$ cat config.mk
export PLATFORM = sky130hd
export DESIGN_NAME = sba_arbiter
export DESIGN_NICKNAME = d
export VERILOG_FILES = /design/src/rtl/sba_arbiter.v
export VERILOG_INCLUDE_DIRS = /design/src /design/src/include
export SDC_FILE = /design/constraint.sdc
export NUM_CORES = 1
export LEC_CHECK = 0
export BUFFER_PORTS_ARGS = -buffer_cell sky130_fd_sc_hd__clkbuf_2
export CELL_PAD_IN_SITES_DETAIL_PLACEMENT = 0
export CELL_PAD_IN_SITES_GLOBAL_PLACEMENT = 1
export CORE_ASPECT_RATIO = 0.75
export CORE_MARGIN = 2
export CORE_UTILIZATION = 35
export CTS_CLUSTER_DIAMETER = 60
export DETAILED_ROUTE_END_ITERATION = 6
export GPL_TIMING_DRIVEN = 0
export PLACE_DENSITY = 0.74
export REMOVE_ABC_BUFFERS = 1
export SLEW_MARGIN = 20
export SYNTH_ARGS = -nofsm -noshare
export SYNTH_HDL_FRONTEND = slang
export SYNTH_SLANG_ARGS = --single-unit
$ cat constraint.sdc
create_clock -name clk_sys -period 1.3 [get_ports clk_sys]
set_input_delay 0.195 -clock clk_sys [delete_from_list [all_inputs] [get_ports clk_sys]]
set_output_delay 0.195 -clock clk_sys [all_outputs]
set_load 0.005 [all_outputs]
$ cat src/include/sba_defines.vh
`ifndef SBA_DEFINES_VH
`define SBA_DEFINES_VH
// status codes
`define SBA_ST_INTA 3'h0
`define SBA_ST_IORD 3'h1
`define SBA_ST_IOWR 3'h2
`define SBA_ST_HALT 3'h3
`define SBA_ST_FETCH 3'h4
`define SBA_ST_MRD 3'h5
`define SBA_ST_MWR 3'h6
`define SBA_ST_PASV 3'h7
`define SBA_ST_TOP 2
// modes {io_bus_strap, resident_bus_strap}
`define SBA_MODE_IOONLY 2'h0
`define SBA_MODE_IORES 2'h1
`define SBA_MODE_SINGLE 2'h2
`define SBA_MODE_RESONLY 2'h3
// fsm states
`define SBA_S_IDLE 2'h0
`define SBA_S_REQ 2'h1
`define SBA_S_OWN 2'h2
`endif

$ cat src/rtl/sba_arbiter.v
`timescale 1ns/10ps
`include "sba_defines.vh"
module sba_arbiter (
  input wire clk_sys,
  input wire srst,
  input wire bus_clk,
  input wire cpu_clk,
  input wire [2:0] cpu_cycle_status,
  input wire io_bus_strap,
  input wire resident_bus_strap,
  input wire system_or_resident_select,
  input wire lock_n,
  input wire common_request_hold_n,
  input wire priority_in_n,
  input wire busy_in_n,
  input wire common_bus_request_in_n,
  output reg bus_request_out_n,
  output reg priority_out_n,
  output reg busy_out_n,
  output reg busy_oe,
  output reg common_bus_request_out_n,
  output reg common_bus_request_oe,
  output reg address_enable_handoff_n
);

  // all external inputs except srst pass two flops first; only the second stage is read, plus its delayed copy for the two clocks
  reg [2:0] st_m_r;
  reg [2:0] st_r;
  reg [1:0] bclk_s_r;
  reg [1:0] cclk_s_r;
  reg bclk_d_r;
  reg cclk_d_r;
  reg [1:0] strap_m_r;
  reg [1:0] strap_r;
  reg sel_m_r;
  reg sel_r;
  reg lock_m_r;
  reg lock_r;
  reg hold_m_r;
  reg hold_r;
  reg prio_m_r;
  reg prio_r;
  reg busy_m_r;
  reg busy_r;
  reg common_bus_request_n_m_r;
  reg common_bus_request_n_r;

  // arbitration state, moved only on a sampled bus clock fall
  reg [1:0] state_r;
  reg [1:0] state_nxt;

  // slow status and straps still cross domains, so they are synchronised too
  always @(posedge clk_sys) begin
    st_m_r <= cpu_cycle_status;
    st_r <= st_m_r;
  end

  // edge finders compare the second stage with its own delayed copy
  always @(posedge clk_sys) begin
    bclk_s_r <= {bclk_s_r[0], bus_clk};
    bclk_d_r <= bclk_s_r[1];
  end

  always @(posedge clk_sys) begin
    cclk_s_r <= {cclk_s_r[0], cpu_clk};
    cclk_d_r <= cclk_s_r[1];
  end

  always @(posedge clk_sys) begin
    strap_m_r <= {io_bus_strap, resident_bus_strap};
    strap_r <= strap_m_r;
  end

  // select may change per cycle, so it is never read unsynchronised
  always @(posedge clk_sys) begin
    sel_m_r <= system_or_resident_select;
    sel_r <= sel_m_r;
  end

  // lock inputs are levels held across many cycles
  always @(posedge clk_sys) begin
    lock_m_r <= lock_n;
    lock_r <= lock_m_r;
  end

  always @(posedge clk_sys) begin
    hold_m_r <= common_request_hold_n;
    hold_r <= hold_m_r;
  end

  // priority-in high means a higher arbiter wants the bus
  always @(posedge clk_sys) begin
    prio_m_r <= priority_in_n;
    prio_r <= prio_m_r;
  end

  // wired busy and common request lines, shared with every peer
  always @(posedge clk_sys) begin
    busy_m_r <= busy_in_n;
    busy_r <= busy_m_r;
  end

  always @(posedge clk_sys) begin
    common_bus_request_n_m_r <= common_bus_request_in_n;
    common_bus_request_n_r <= common_bus_request_n_m_r;
  end

  // bus-side changes on the falling edge of the bus clock
  wire bclk_fall = bclk_d_r & ~bclk_s_r[1];
  wire cclk_rise = ~cclk_d_r & cclk_s_r[1];

  function is_mem;
    input [2:0] s;
    begin
      is_mem = s[`SBA_ST_TOP] & (s != `SBA_ST_PASV);
    end
  endfunction

  function is_io;
    input [2:0] s;
    begin
      is_io = ~s[`SBA_ST_TOP] & (s != `SBA_ST_HALT);
    end
  endfunction

  // any cycle that drives the shared bus; halt and passive excluded
  function is_access;
    input [2:0] s;
    begin
      is_access = is_mem(s) | is_io(s);
    end
  endfunction

  // decoded cycle types and qualified wired-line conditions
  wire halt_state = (st_r == `SBA_ST_HALT);
  wire idle_state = (st_r == `SBA_ST_PASV);
  wire higher_priority_request = prio_r;
  // common request from any peer, unless the hold input masks it
  wire common_bus_request_n_seen = ~common_bus_request_n_r;
  wire common_bus_request_n_true = common_bus_request_n_seen & hold_r;

  reg want;
  reg give_up;

  // request side: which decoded cycles need the shared bus in each mode
  always @* begin
    want = 1'b0;
    case (strap_r)
      `SBA_MODE_SINGLE: begin
        want = is_access(st_r);
      end
      `SBA_MODE_RESONLY: begin
        want = sel_r & is_access(st_r);
      end
      `SBA_MODE_IOONLY: begin
        want = is_mem(st_r);
      end
      default: begin
        want = sel_r & is_mem(st_r);
      end
    endcase
    // halt and passive never request
    if (halt_state | idle_state) begin
      want = 1'b0;
    end
  end

  // surrender side; the processor lock overrides every release path
  always @* begin
    give_up = 1'b0;
    case (strap_r)
      `SBA_MODE_SINGLE: begin
        give_up = idle_state & common_bus_request_n_true;
      end
      `SBA_MODE_RESONLY: begin
        give_up = (~sel_r | idle_state) & common_bus_request_n_true;
      end
      `SBA_MODE_IOONLY: begin
        give_up = (is_io(st_r) | idle_state) & common_bus_request_n_true;
      end
      default: begin
        give_up = (is_io(st_r) | ~sel_r) & common_bus_request_n_true;
      end
    endcase
    give_up = give_up | halt_state | higher_priority_request;
    if (~lock_r) begin
      give_up = 1'b0;
    end
  end

  // a request dropped while waiting returns to idle unless the lock holds it
  always @* begin
    state_nxt = state_r;
    case (state_r)
      `SBA_S_IDLE: begin
        if (want) begin
          state_nxt = `SBA_S_REQ;
        end
      end
      `SBA_S_REQ: begin
        if (~want & lock_r) begin
          state_nxt = `SBA_S_IDLE;
        end else if (~prio_r & busy_r) begin
          state_nxt = `SBA_S_OWN;
        end
      end
      `SBA_S_OWN: begin
        if (give_up & ~want) begin
          state_nxt = `SBA_S_IDLE;
        end
      end
      default: begin
        state_nxt = `SBA_S_IDLE;
      end
    endcase
  end

  // decoded next state, shared by every bus-side output
  wire nxt_active = (state_nxt != `SBA_S_IDLE);
  wire nxt_wait = (state_nxt == `SBA_S_REQ);
  wire nxt_own = (state_nxt == `SBA_S_OWN);

  // state moves only on a sampled bus clock fall; priority_out_n and address_enable_handoff_n can also change between falls
  always @(posedge clk_sys) begin
    if (srst) begin
      state_r <= `SBA_S_IDLE;
    end else if (bclk_fall) begin
      state_r <= state_nxt;
    end
  end

  // request stays low from the first fall of a wanted cycle until release
  always @(posedge clk_sys) begin
    if (srst) begin
      bus_request_out_n <= 1'b1;
    end else if (bclk_fall) begin
      bus_request_out_n <= ~nxt_active;
    end
  end

  // pass lower priority on only when we do not want the bus
  always @(posedge clk_sys) begin
    if (srst) begin
      priority_out_n <= 1'b1;
    end else if (bclk_fall) begin
      priority_out_n <= prio_r | nxt_active;
    end else if (prio_r & ~priority_out_n) begin
      // a rise of priority-in ripples through without waiting for a bus edge; a fall waits for the next bus clock fall
      priority_out_n <= 1'b1;
    end
  end

  // wired lines are only ever pulled low, never driven high
  always @(posedge clk_sys) begin
    if (srst) begin
      busy_out_n <= 1'b1;
      busy_oe <= 1'b0;
    end else if (bclk_fall) begin
      busy_oe <= nxt_own;
      busy_out_n <= ~nxt_own;
    end
  end

  // common request is pulled only while waiting for a grant
  always @(posedge clk_sys) begin
    if (srst) begin
      common_bus_request_out_n <= 1'b1;
      common_bus_request_oe <= 1'b0;
    end else if (bclk_fall) begin
      common_bus_request_oe <= nxt_wait;
      common_bus_request_out_n <= ~nxt_wait;
    end
  end

  // a grant on the same edge as a processor clock rise must not be lost
  always @(posedge clk_sys) begin
    if (srst) begin
      address_enable_handoff_n <= 1'b1;
    end else if (bclk_fall & nxt_own) begin
      address_enable_handoff_n <= 1'b0;
    end else if (cclk_rise & (state_r != `SBA_S_OWN)) begin
      address_enable_handoff_n <= 1'b1;
    end
  end

endmodule // sba_arbiter

# == Word-level counts from Yosys, hierarchy flattened ==
# Cells that the tools add are included.
# totals
regBits,37
input_bits,15
output_inout_bits,7
elab_cells,93
# classes
eq_ne,11
n_mux,13
bitwise,36
n_reduce_logical,5
# ops
cell,count
$and A1 B1 Y1,17
$not A1 Y1,11
$eq A2 B2 Y1 const B,4
$mux W2,4
$or A1 B1 Y1,8
$mux W1,6
$pmux W1 S3,2
$pmux W2 S3,1
$reduce_bool A2 Y1,3
$eq A2 B1 Y1 const B,2
$logic_not A2 Y1,2
$eq A3 B2 Y1 const B,1
$eq A3 B3 Y1 const B,1
$ne A3 B2 Y1 const B,1
$ne A3 B3 Y1 const B,1
$ne A2 B2 Y1 const B,1

# == Depth between registers and ports, before layout ==
# Gate-level depths: netlist of the first run.
# logic_depth
depth_word,14
mapped_depth,4
mapped_depth_nobuf,4

# == Worst setup path after synthesis of the first run ==
# Ideal clock, no wire load.
# synth_timing
path_type,reg2reg
start,"register st_r[2], in the netlist is_mem.s[2]"
end,register busy_out_n
setup_time_ns,0.123
arrival_time_ns,1.074
t_required_ns,1.177
path_slack_ns,0.103
path_stages_with_launch,5
path_buffers,0
period_less_slack_ns,1.197
path_cell_list,dfxtp_1 -> or2_1 -> a32oi_2 -> o211ai_2 -> o32a_2
# synth_via
elab_chain_len,13
elab_cells_between_ends,33
cone_classes,eq/ne: 5; mux: 8; bitwise: 20
# synth_rtl
element,line,source
from (decl),sba_arbiter.v:28,reg [2:0] st_r;
from (signal assigned),sba_arbiter.v:55,st_r <= st_m_r;
$ne A3 B2 Y1 (no source line) / $not A1 Y1 (equally long branches),-,
$and A1 B1 Y1,sba_arbiter.v:122,is_io = ~s[`SBA_ST_TOP] & (s != `SBA_ST_HALT);
$or A1 B1 Y1 (on tied branches),"sba_arbiter.v:182, sba_arbiter.v:179",
$and A1 B1 Y1 (on tied branches),"sba_arbiter.v:182, sba_arbiter.v:179",
$pmux W1 S3,sba_arbiter.v:171,case (strap_r)
$or A1 B1 Y1 (2 in a row),sba_arbiter.v:185,give_up = give_up | halt_state | higher_priority_request;
$mux W1,sba_arbiter.v:186,if (~lock_r) begin
$and A1 B1 Y1,sba_arbiter.v:208,if (give_up & ~want) begin
$mux W2,sba_arbiter.v:208,
$pmux W2 S3 (*),sba_arbiter.v:194,case (state_r)
$eq A2 B2 Y1 (no source line) (*),-,
$not A1 Y1 (*),sba_arbiter.v:260,busy_out_n <= ~nxt_own;
to (signal assigned),sba_arbiter.v:260,
to (decl),sba_arbiter.v:19,"output reg busy_out_n,"
# Every way passes the cells marked *; elsewhere a longest branch is shown, timed or not.
# A chain may end at the register's enable or synchronous reset.

# == Final worst setup path of the first run ==
# layout_timing
start,register strap_r[1]
end,register busy_out_n
# layout_via
elab_chain_len,10
elab_cells_between_ends,18
cone_classes,eq/ne: 3; mux: 8; bitwise: 6; reduce/logical: 1
# layout_rtl
element,line,source
from (decl),sba_arbiter.v:34,reg [1:0] strap_r;
from (signal assigned),sba_arbiter.v:71,strap_r <= strap_m_r;
$eq A2 B2 Y1 / $logic_not A2 Y1 (equally long branches),-,
$pmux W1 S3,sba_arbiter.v:171,
$or A1 B1 Y1 (2 in a row),sba_arbiter.v:185,
$mux W1,sba_arbiter.v:186,
$and A1 B1 Y1,sba_arbiter.v:208,
$mux W2,sba_arbiter.v:208,
$pmux W2 S3 (*),sba_arbiter.v:194,
$eq A2 B2 Y1 (no source line) (*),-,
$not A1 Y1 (*),sba_arbiter.v:260,
# Marked as above.

==> results.txt, run 1 <==
CTS H-tree lvls: 2
Num rows: 16
Slowest stage delay, CP: 320 ps
Initial antenna violation count: 0
Worst Slack Setup Final: 25.3 ps
Total track usage: 11.6%
Remaining antenna violation count: 0
Gp weighted congestion: 0.739
Final setup violation count: 0
Net count, final: 133
Type of origin of the critical path: flop
Later-pin clock latency in the skew report: 290 ps
Hold Path Stages: 1
Final Cycle Share: 98.1%
Global route overflow: 0
Mapped Cells: 79
R2R cell count: 4
Root Driver: clkbuf_8
Reg-to-Reg Start: strap_r[1]
Largest net degree at the start of global routing: 13
Crit-path max FO: 4
Critical-path cell list: or2_4 > a32oi_4 > o211ai_2 > o32a_2
DP Worst Slack: -30.7 ps
Final Max Tran Viols: 0
Yosys warns: 0
Yosys cell types: 25
Final Skew: 7.22 ps
Max Cap Viol: 0
Core Util, Final: 52.8%
Share of cells above drive strength 1: 34.5%
Worst Setup SP: strap_r[1]
Die height: 50.6 um
Clock transition at path regs: 70 ps
Post-Syn Area: 1010 sq um
RSZ-0062 raised after global routing: yes
HP Class: input pin to flop
Reg-to-reg slack, setup: 30 ps
DRT iter0 DRCs: 26
Final wirelength: 1580 um
Total die area: 3350 sq um
Core region area: 2680 sq um
Area Growth Syn to Fin: 39.5%
Fin crit period: 1270 ps
Rel. slew slack: 84.8%
Status: finished, final reports clean
Setup Crit Path Kind: flop to flop
Cts bufs inserted: 5
Worst vdd ir: 757 uV
Crit-path slowest cell: dfxtp_2
Ports: 22
Post-synthesis sequential area ratio: 73.0%
Number of global-route vias before repair: 640
Via density: 4.35
Avg WL per Cell: 10.2 um
CP top delay family: compound AO/OA/AOI/OAI gates
CP Capture Type: flop
# diodes: 0
Initial Utilization: 37.8%
Clk sinks: 37
R2R Path End: busy_out_n
PwrDens: 1610 nW/um^2
DP HPWL: 1090 um
Least-Margin Pin Slew: 226 ps
Arr. time, crit path: 1450 ps
First-pass GRT wire length: 2660 um
Input/output buffers: 21
CP required: 1480 ps
Syn avg cell area: 12.8 sq um
Post-route DRC: 0
Vias: 674
CP Depth: 4
Synthesized flop and latch total: 37
Max frequency: 0.784 GHz
Hold Fails Final Rpt: 0
Router iterations before antenna repair: 4
Filler cell count: 250
Clock Tree Buf Depth: 2
CP Capture Point: busy_out_n
Die width: 66.2 um
CP bufs+invs: 0
Post CTS Setup Buffer Count: 0
P_leak: 0.593 nW
CTS tree: done
## synthesized netlist by cell type
| cell | number | share of area (%) |
|---|---|---|
| a21bo_2 | 1 | 0.99 |
| a21oi_1 | 2 | 0.99 |
| a2bb2oi_1 | 1 | 0.86 |
| a31o_1 | 1 | 0.86 |
| a31oi_1 | 2 | 1.2 |
| a32oi_2 | 1 | 1.6 |
| a41oi_1 | 1 | 0.86 |
| and2b_1 | 1 | 0.74 |
| and4b_1 | 1 | 0.99 |
| dfxtp_1 | 37 | 73 |
| inv_1 | 3 | 1.1 |
| nand2_1 | 5 | 1.8 |
| nand2b_1 | 5 | 3.1 |
| nand3_1 | 2 | 0.99 |
| nand3b_1 | 1 | 0.74 |
| nor2_1 | 2 | 0.74 |
| nor3_1 | 1 | 0.49 |
| nor3b_2 | 1 | 1.2 |
| nor4_1 | 1 | 0.62 |
| o211ai_2 | 1 | 1.2 |
| o21ai_1 | 4 | 2.0 |
| o221ai_1 | 1 | 0.86 |
| o32a_2 | 1 | 1.1 |
| or2_1 | 2 | 1.2 |
| or3_1 | 1 | 0.62 |
## placed cells by master, fill, tap and decap left out, types with 2 or more instances in the layout
master	Yosys	routed
a21oi_1	2	2
a31oi_1	2	2
clkbuf_2	0	21
clkbuf_8	0	5
dfxtp_1	37	32
dfxtp_2	0	5
dlygate4sd3_1	0	11
inv_1	3	3
nand2_1	5	5
nand2b_1	5	4
nand3_1	2	2
nor2_1	2	2
o21ai_1	4	4
## per-stage QoR
step | instances | hold slack, ps | total power [W] | TNS, ps | cell area [sq um]
2_1_floorplan | 79 | 223 | 0.00127 | 0 | 1010
3_3_place_gp | 136 | 297 | 0.00131 | 0 | 1160
3_5_place_dp | 136 | 299 | 0.00131 | -30.7 | 1160
4_1_cts | 154 | 2.00 | 0.00231 | -29.8 | 1390
5_1_grt | 155 | 5.81 | 0.00238 | -35.2 | 1420
6_report | 155 | 17.5 | 0.00227 | 0 | 1420
## cell families (layout without fill, tap and decap cells)
logic type	Yosys count	in the layout	share of synthesized area, %
compound gates	16	16	12.6
buf+inv	3	43	1.11
flops	37	37	73.0
simple gates	23	23	13.3
## area by class of cell
type | instances | area [sq um] | area share (%)
clock inverters | 2 | 38.8 | 2.74
repair buffers | 32 | 215 | 15.2
inverters | 3 | 11.3 | 0.796
well taps | 36 | 45.0 | 3.18
flip-flops and latches | 37 | 747 | 52.8
clock buffers | 6 | 72.6 | 5.13
multi-input cells | 39 | 285 | 20.2
## timing repair
item,4_1_cts,5_1_grt
gates cloned,0,0
setup endpoints to repair,1,6
pin swaps,4,2
hold buffers,10,1
endpoints found under the hold margin,10,1
gates resized for setup,3,6
## sequential cells by signal, summed over array words and instances (netlist names), 2 cells and up
| signal | flops |
|---|---|
| st_m_r | 3 |
| is_mem.s | 3 |
| strap_r | 2 |
| state_r | 2 |
| bclk_s_r | 2 |
| cclk_s_r | 2 |
| strap_m_r | 2 |
## worst min path at each step
| stage | from | endpoint | slack (ps) |
|---|---|---|---|
| after floorplan | bus_clk | bclk_s_r[0] | 220 |
| after global placement | common_bus_request_in_n | common_bus_request_n_m_r | 300 |
| after detailed placement | priority_in_n | prio_m_r | 300 |
| after CTS | system_or_resident_select | sel_m_r | 2 |
| after global routing | cpu_cycle_status[1] | st_m_r[1] | 6 |
| final | cpu_clk | cclk_s_r[0] | 20 |
## power by group
part | internal (W) | switching [W]
Combinational | 0.0000669 | 0.0000465
Sequential | 0.00119 | 0.0000202
Clock | 0.000575 | 0.000374
## layer usage
layer  track usage, %  wire, um
met5                0         0
met4             9.18        40
met3             6.73       113
met2             15.2       653
met1             13.4       770
No activity file was read; power rests on OpenSTA's default activity.
==> run 2, diff against run 1 <==
--- a/config.mk
+++ b/config.mk
@@ -12,8 +12,10 @@
 export CORE_ASPECT_RATIO = 0.75
 export CORE_MARGIN = 2
 export CORE_UTILIZATION = 35
+export CTS_BUF_LIST = sky130_fd_sc_hd__clkbuf_4 sky130_fd_sc_hd__clkbuf_8 sky130_fd_sc_hd__clkbuf_16
 export CTS_CLUSTER_DIAMETER = 60
 export DETAILED_ROUTE_END_ITERATION = 6
+export GPL_ROUTABILITY_DRIVEN = 0
 export GPL_TIMING_DRIVEN = 0
 export PLACE_DENSITY = 0.74
 export REMOVE_ABC_BUFFERS = 1
==> run 2 against run 1 <==
Global-route usage is the same. Wire length is the same. Via count unchanged. Final area rose by 0.26%. Clock skew is the same. Hold slack stayed put. Clock power grew 2.2%. Count of clock-buffer cells in the layout stayed put. Setup slack barely moved. Utilization grew 0.14 points.
==> results.txt, run 2 (synthesized netlist as in run 1, its figures left out) <==
Final Skew: 7.22 ps (unchanged)
Number of global-route vias before repair: 640 (unchanged)
Num rows: 16 (unchanged)
RSZ-0062 raised after global routing: yes (unchanged)
Commonest non-fill, non-tap cells in the layout: dfxtp_1 (32), clkbuf_2 (21), dlygate4sd3_1 (11) (unchanged)
Final setup violation count: 0 (unchanged)
Status: finished, final reports clean (unchanged)
Via density: 4.35 (unchanged)
CTS tree: done (unchanged)
Post-route DRC: 0 (unchanged)
DRT iter0 DRCs: 26 (unchanged)
Clock transition at path regs: 70 ps (about the same)
NetSw: 0.000441 W (about the same)
Int Pwr: 0.00185 W (was 0.00183 W)
Router iterations before antenna repair: 4 (unchanged)
Initial antenna violation count: 0 (unchanged)
Hold Slack: 17.5 ps (unchanged)
Part of the power in registers: 52.8% (was 53.2%)
Root Driver: clkbuf_8 (unchanged)
Fin crit period: 1270 ps (about the same)
Net count, final: 133 (unchanged)
CP required: 1480 ps (about the same)
CTS H-tree lvls: 2 (unchanged)
Final Max Tran Viols: 0 (unchanged)
Share of cells above drive strength 1: 35.3% (was 34.5%)
Post CTS Setup Buffer Count: 0 (unchanged)
Final wirelength: 1580 um (unchanged)
Crit-path max FO: 4 (unchanged)
Largest net degree at the start of global routing: 13 (unchanged)
Input/output buffers: 21 (unchanged)
Vias: 674 (unchanged)
Die height: 50.6 um (unchanged)
Cts bufs inserted: 5 (unchanged)
Cells after DPL: 136 (unchanged)
Clk sinks: 37 (unchanged)
CP Capture Type: flop (unchanged)
Setup Crit Path Kind: flop to flop (unchanged)
Non-filler cells, final: 155 (unchanged)
Area Growth Syn to Fin: 39.8% (was 39.5%)
DP HPWL: 1090 um (unchanged)
Initial Utilization: 37.8% (unchanged)
Ports: 22 (unchanged)
Final Cycle Share: 98.1% (about the same)
Avg WL per Cell: 10.2 um (unchanged)
Die width: 66.2 um (unchanged)
Clock power frac: 42.3% (was 41.8%)
Filler cell count: 249 (was 250)
Clock Tree Buf Depth: 2 (unchanged)
Core region area: 2680 sq um (unchanged)
Hold Fails Final Rpt: 0 (unchanged)
Total die area: 3350 sq um (unchanged)
P_leak: 0.597 nW (was 0.593 nW)
Rel. slew slack: 84.8% (unchanged)
Switching Fraction: 19.2% (was 19.4%)
Combinational share of power: 4.9% (was 5.0%)
Least-Margin Pin Slew: 226 ps (unchanged)
HP Class: input pin to flop (unchanged)
Type of origin of the critical path: flop (unchanged)
Total track usage: 11.6% (unchanged)
First-pass GRT wire length: 2660 um (unchanged)
Global route overflow: 0 (unchanged)
Commonest non-fill, non-tap cell in the layout: dfxtp_1 (unchanged)
Max Cap Viol: 0 (unchanged)
Remaining antenna violation count: 0 (unchanged)
Later-pin clock latency in the skew report: 290 ps (about the same)
Max frequency: 0.784 GHz (about the same)
# diodes: 0 (unchanged)
Arr. time, crit path: 1450 ps (about the same)
Worst vdd ir: 757 uV (about the same)
PwrDens: 1620 nW/um^2 (was 1610 nW/um^2)
==> run 2: changes by cell type in the layout (fill, tap and decap cells not counted) <==
cell      before  now
clkbuf_1       1    0
clkbuf_4       0    1
==> run 2: power groups by stage <==
stage                     logic [W]  clock network (W)  registers (W)
after floorplan           0.0000433                  0        0.00123
after global placement    0.0000792                  0        0.00123
after detailed placement  0.0000799                  0        0.00123
after CTS                  0.000110            0.00101        0.00121
after global routing       0.000126            0.00106        0.00121
final                      0.000113           0.000970        0.00121
==> run 2: final timing paths <==
path | from | end | slack (ps) | cells past startpoint
hold / removal | cpu_clk | cclk_s_r[0] | 20 | 1
setup / recovery | strap_r[1] | busy_out_n | 30 | 4
hold reg to reg | cclk_s_r[0] | cclk_s_r[1] | 320 | 0
setup reg to reg | strap_r[1] | busy_out_n | 30 | 4
==> run 2: area by class of cell <==
type	instances	area, sq um	area share, %
tap	36	45.0	3.17
sequential	37	747	52.6
timing repair buffer	32	215	15.2
clock buffer	6	76.3	5.38
multi-input combinational	39	285	20.1
clock inverter	2	38.8	2.73
inverter	3	11.3	0.794
==> run 2: worst max-delay path, stage by stage, from the launching register on <==
cell	delay [ps]
dfxtp_2	320
or2_4	260
a32oi_4	230
o211ai_2	150
o32a_2	210
==> run 2: timing repair <==
| item | in CTS | in global routing |
|---|---|---|
| hold buffers | 10 | 1 |
| setup endpoints to repair | 1 | 6 |
| resized for setup | 3 | 6 |
| endpoints found under the hold margin | 10 | 1 |
| pin swaps | 4 | 2 |
==> run 2: metal layers <==
| metal | routed length [um] | track usage (%) |
|---|---|---|
| met1 | 770 | 13.4 |
| met2 | 653 | 15.2 |
| met3 | 113 | 6.73 |
| met4 | 40 | 9.18 |
| met5 | 0 | 0 |
==> run 2: per-stage QoR <==
step | setup TNS [ps] | setup WS (ps) | area, sq um | util [%] | power, W
2_1_floorplan | 0 | 103 | 1010 | - | 0.00127
3_3_place_gp | 0 | 4.11 | 1160 | 43.4 | 0.00131
3_5_place_dp | -30.7 | -30.7 | 1160 | 43.4 | 0.00131
4_1_cts | -30.0 | -30.0 | 1400 | 52.0 | 0.00233
5_1_grt | -35.1 | -20.6 | 1420 | 52.9 | 0.00240
6_report | 0 | 25.2 | 1420 | 52.9 | 0.00229
==> run 3, diff against run 2 <==
--- a/config.mk
+++ b/config.mk
@@ -11,13 +11,13 @@
 export CELL_PAD_IN_SITES_GLOBAL_PLACEMENT = 1
 export CORE_ASPECT_RATIO = 0.75
 export CORE_MARGIN = 2
-export CORE_UTILIZATION = 35
+export CORE_UTILIZATION = 40
 export CTS_BUF_LIST = sky130_fd_sc_hd__clkbuf_4 sky130_fd_sc_hd__clkbuf_8 sky130_fd_sc_hd__clkbuf_16
 export CTS_CLUSTER_DIAMETER = 60
 export DETAILED_ROUTE_END_ITERATION = 6
 export GPL_ROUTABILITY_DRIVEN = 0
 export GPL_TIMING_DRIVEN = 0
-export PLACE_DENSITY = 0.74
+export PLACE_DENSITY = 0.82
 export REMOVE_ABC_BUFFERS = 1
 export SLEW_MARGIN = 20
 export SYNTH_ARGS = -nofsm -noshare
==> run 3 against run 2 <==
The run now ends with setup timing left. Sequential cell count stayed put. First-iteration DRC count down 65%. Setup slack worse by 26 ps. Largest cell class unchanged.
==> results.txt, run 3 (synthesized netlist as in run 1, its figures left out) <==
Worst vdd ir: 726 uV (was 757 uV)
Initial antenna violation count: 0 (unchanged)
PwrDens: 1460 nW/um^2 (was 1620 nW/um^2)
Total track usage: 12.3% (was 11.6%)
Final Max Tran Viols: 0 (unchanged)
Final Skew: 8.58 ps (was 7.22 ps)
Die width: 62.2 um (was 66.2 um)
CTS H-tree lvls: 2 (unchanged)
CTS tree: done (unchanged)
Hold Fails Final Rpt: 0 (unchanged)
CP Capture Type: flop (unchanged)
Clk sinks: 37 (unchanged)
Total power: 0.00206 W (was 0.00229 W)
Clock transition at path regs: 100 ps (was 70 ps)
Die height: 47.6 um (was 50.6 um)
Num rows: 15 (was 16)
Max Cap Viol: 0 (unchanged)
Post-route DRC: 0 (unchanged)
DRT iter0 DRCs: 9 (was 26)
Input/output buffers: 21 (unchanged)
Global route overflow: 0 (unchanged)
Final Cycle Share: 100% (was 98.1%)
Arr. time, crit path: 1570 ps (was 1450 ps)
Final setup violation count: 1 (was 0)
Vias: 694 (was 674)
P_leak: 0.608 nW (was 0.597 nW)
Total die area: 2960 sq um (was 3350 sq um)
Remaining antenna violation count: 0 (unchanged)
Root Driver: clkbuf_4 (was clkbuf_8)
Largest net degree at the start of global routing: 12 (was 13)
Least-Margin Pin Slew: 303 ps (was 226 ps)
Post-route cell area: 1420 sq um (about the same)
Router iterations before antenna repair: 4 (unchanged)
Type of origin of the critical path: flop (unchanged)
Later-pin clock latency in the skew report: 330 ps (was 290 ps)
Violated checks: setup timing
Filler cell count: 189 (was 249)
Via density: 4.42 (was 4.35)
Worst Slack Setup Final: -1.16 ps (was 25.2 ps)
Initial Utilization: 43.3% (was 37.8%)
Cts bufs inserted: 5 (unchanged)
Avg WL per Cell: 10.2 um (about the same)
RSZ-0062 raised after global routing: yes (unchanged)
Crit-path max FO: 3 (was 4)
Setup Crit Path Kind: flop to flop (unchanged)
Number of global-route vias before repair: 638 (was 640)
Cell Area, Placed: 1160 sq um (about the same)
Status: finished, violations left (was finished, final reports clean)
Commonest non-fill, non-tap cells in the layout: dfxtp_1 (34), clkbuf_2 (21), dlygate4sd3_1 (13) (was dfxtp_1 (32), clkbuf_2 (21), dlygate4sd3_1 (11))
Core region area: 2350 sq um (was 2680 sq um)
HP Class: input pin to flop (unchanged)
Clock Tree Buf Depth: 2 (unchanged)
Commonest non-fill, non-tap cell in the layout: dfxtp_1 (unchanged)
Share of cells above drive strength 1: 35.0% (was 35.3%)
Area Growth Syn to Fin: 39.7% (was 39.8%)
CP required: 1570 ps (was 1480 ps)
Max frequency: 0.769 GHz (was 0.784 GHz)
Ports: 22 (unchanged)
Net count, final: 138 (was 133)
Final wirelength: 1610 um (was 1580 um)
First-pass GRT wire length: 2550 um (was 2660 um)
Fin crit period: 1300 ps (was 1270 ps)
DP Worst Slack: -7.49 ps (was -30.7 ps)
# diodes: 0 (unchanged)
Rel. slew slack: 79.8% (was 84.8%)
Core Util, Final: 60.4% (was 52.9%)
run 3: power breakdown:
| group | total [W] | switching, W | internal (W) |
|---|---|---|---|
| logic | 0.000127 | 0.0000492 | 0.0000775 |
| clock network | 0.000730 | 0.000338 | 0.000391 |
| registers | 0.00121 | 0.0000199 | 0.00119 |
| total | 0.00206 | 0.000407 | 0.00166 |
run 3: worst paths after layout:
check                    from          end  slack, ps  cells past startpoint
setup / recovery  is_mem.s[2]   state_r[0]         -1                      5
hold / removal           srst   state_r[0]         80                      2
setup reg to reg  is_mem.s[2]   state_r[0]         -1                      5
hold reg to reg   cclk_s_r[0]  cclk_s_r[1]        330                      0
run 3: cell type report:
| cell class | instances | area [sq um] | share of cell area [%] |
|---|---|---|---|
| Clock buffer | 5 | 37.5 | 2.65 |
| Sequential cell | 37 | 744 | 52.5 |
| Tap cell | 34 | 42.5 | 3.00 |
| Multi-Input combinational cell | 39 | 285 | 20.1 |
| Clock inverter | 2 | 35.0 | 2.47 |
| Timing Repair Buffer | 37 | 262 | 18.4 |
| Inverter | 3 | 11.3 | 0.794 |
run 3: worst max-delay path: stages, from the launching register on:
cell     delay (ps)
dfxtp_2         340
or2_1           130
a32oi_2         130
buf_4           160
or3_4           330
a21oi_2         140
run 3: per-stage QoR:
stage               TNS [ps]  hold WS (ps)  std cells
finish                 -1.16          79.1        157
floorplan                  0           223         79
global route            -313          71.0        157
global placement           0           297        134
CTS                    -8.86          74.5        156
detailed placement     -7.49           299        134
run 3: repair_timing:
action	CTS	global route
resized for setup	5	3
endpoints found under the setup margin	1	9
pin swaps	5	4
hold endpoints to repair	13	0
setup buffers	2	1
hold buffers	13	0
gates cloned	0	0
run 3: layer usage:
| metal | wire [um] | GRT usage, % | up-vias |
|---|---|---|---|
| met4 | 30 | 6.67 | 0 |
| met3 | 91 | 7.76 | 4 |
| met1 | 734 | 12.5 | 309 |
| met2 | 751 | 20.7 | 15 |
| li1 | - | - | 366 |
| met5 | 0 | 0 | - |
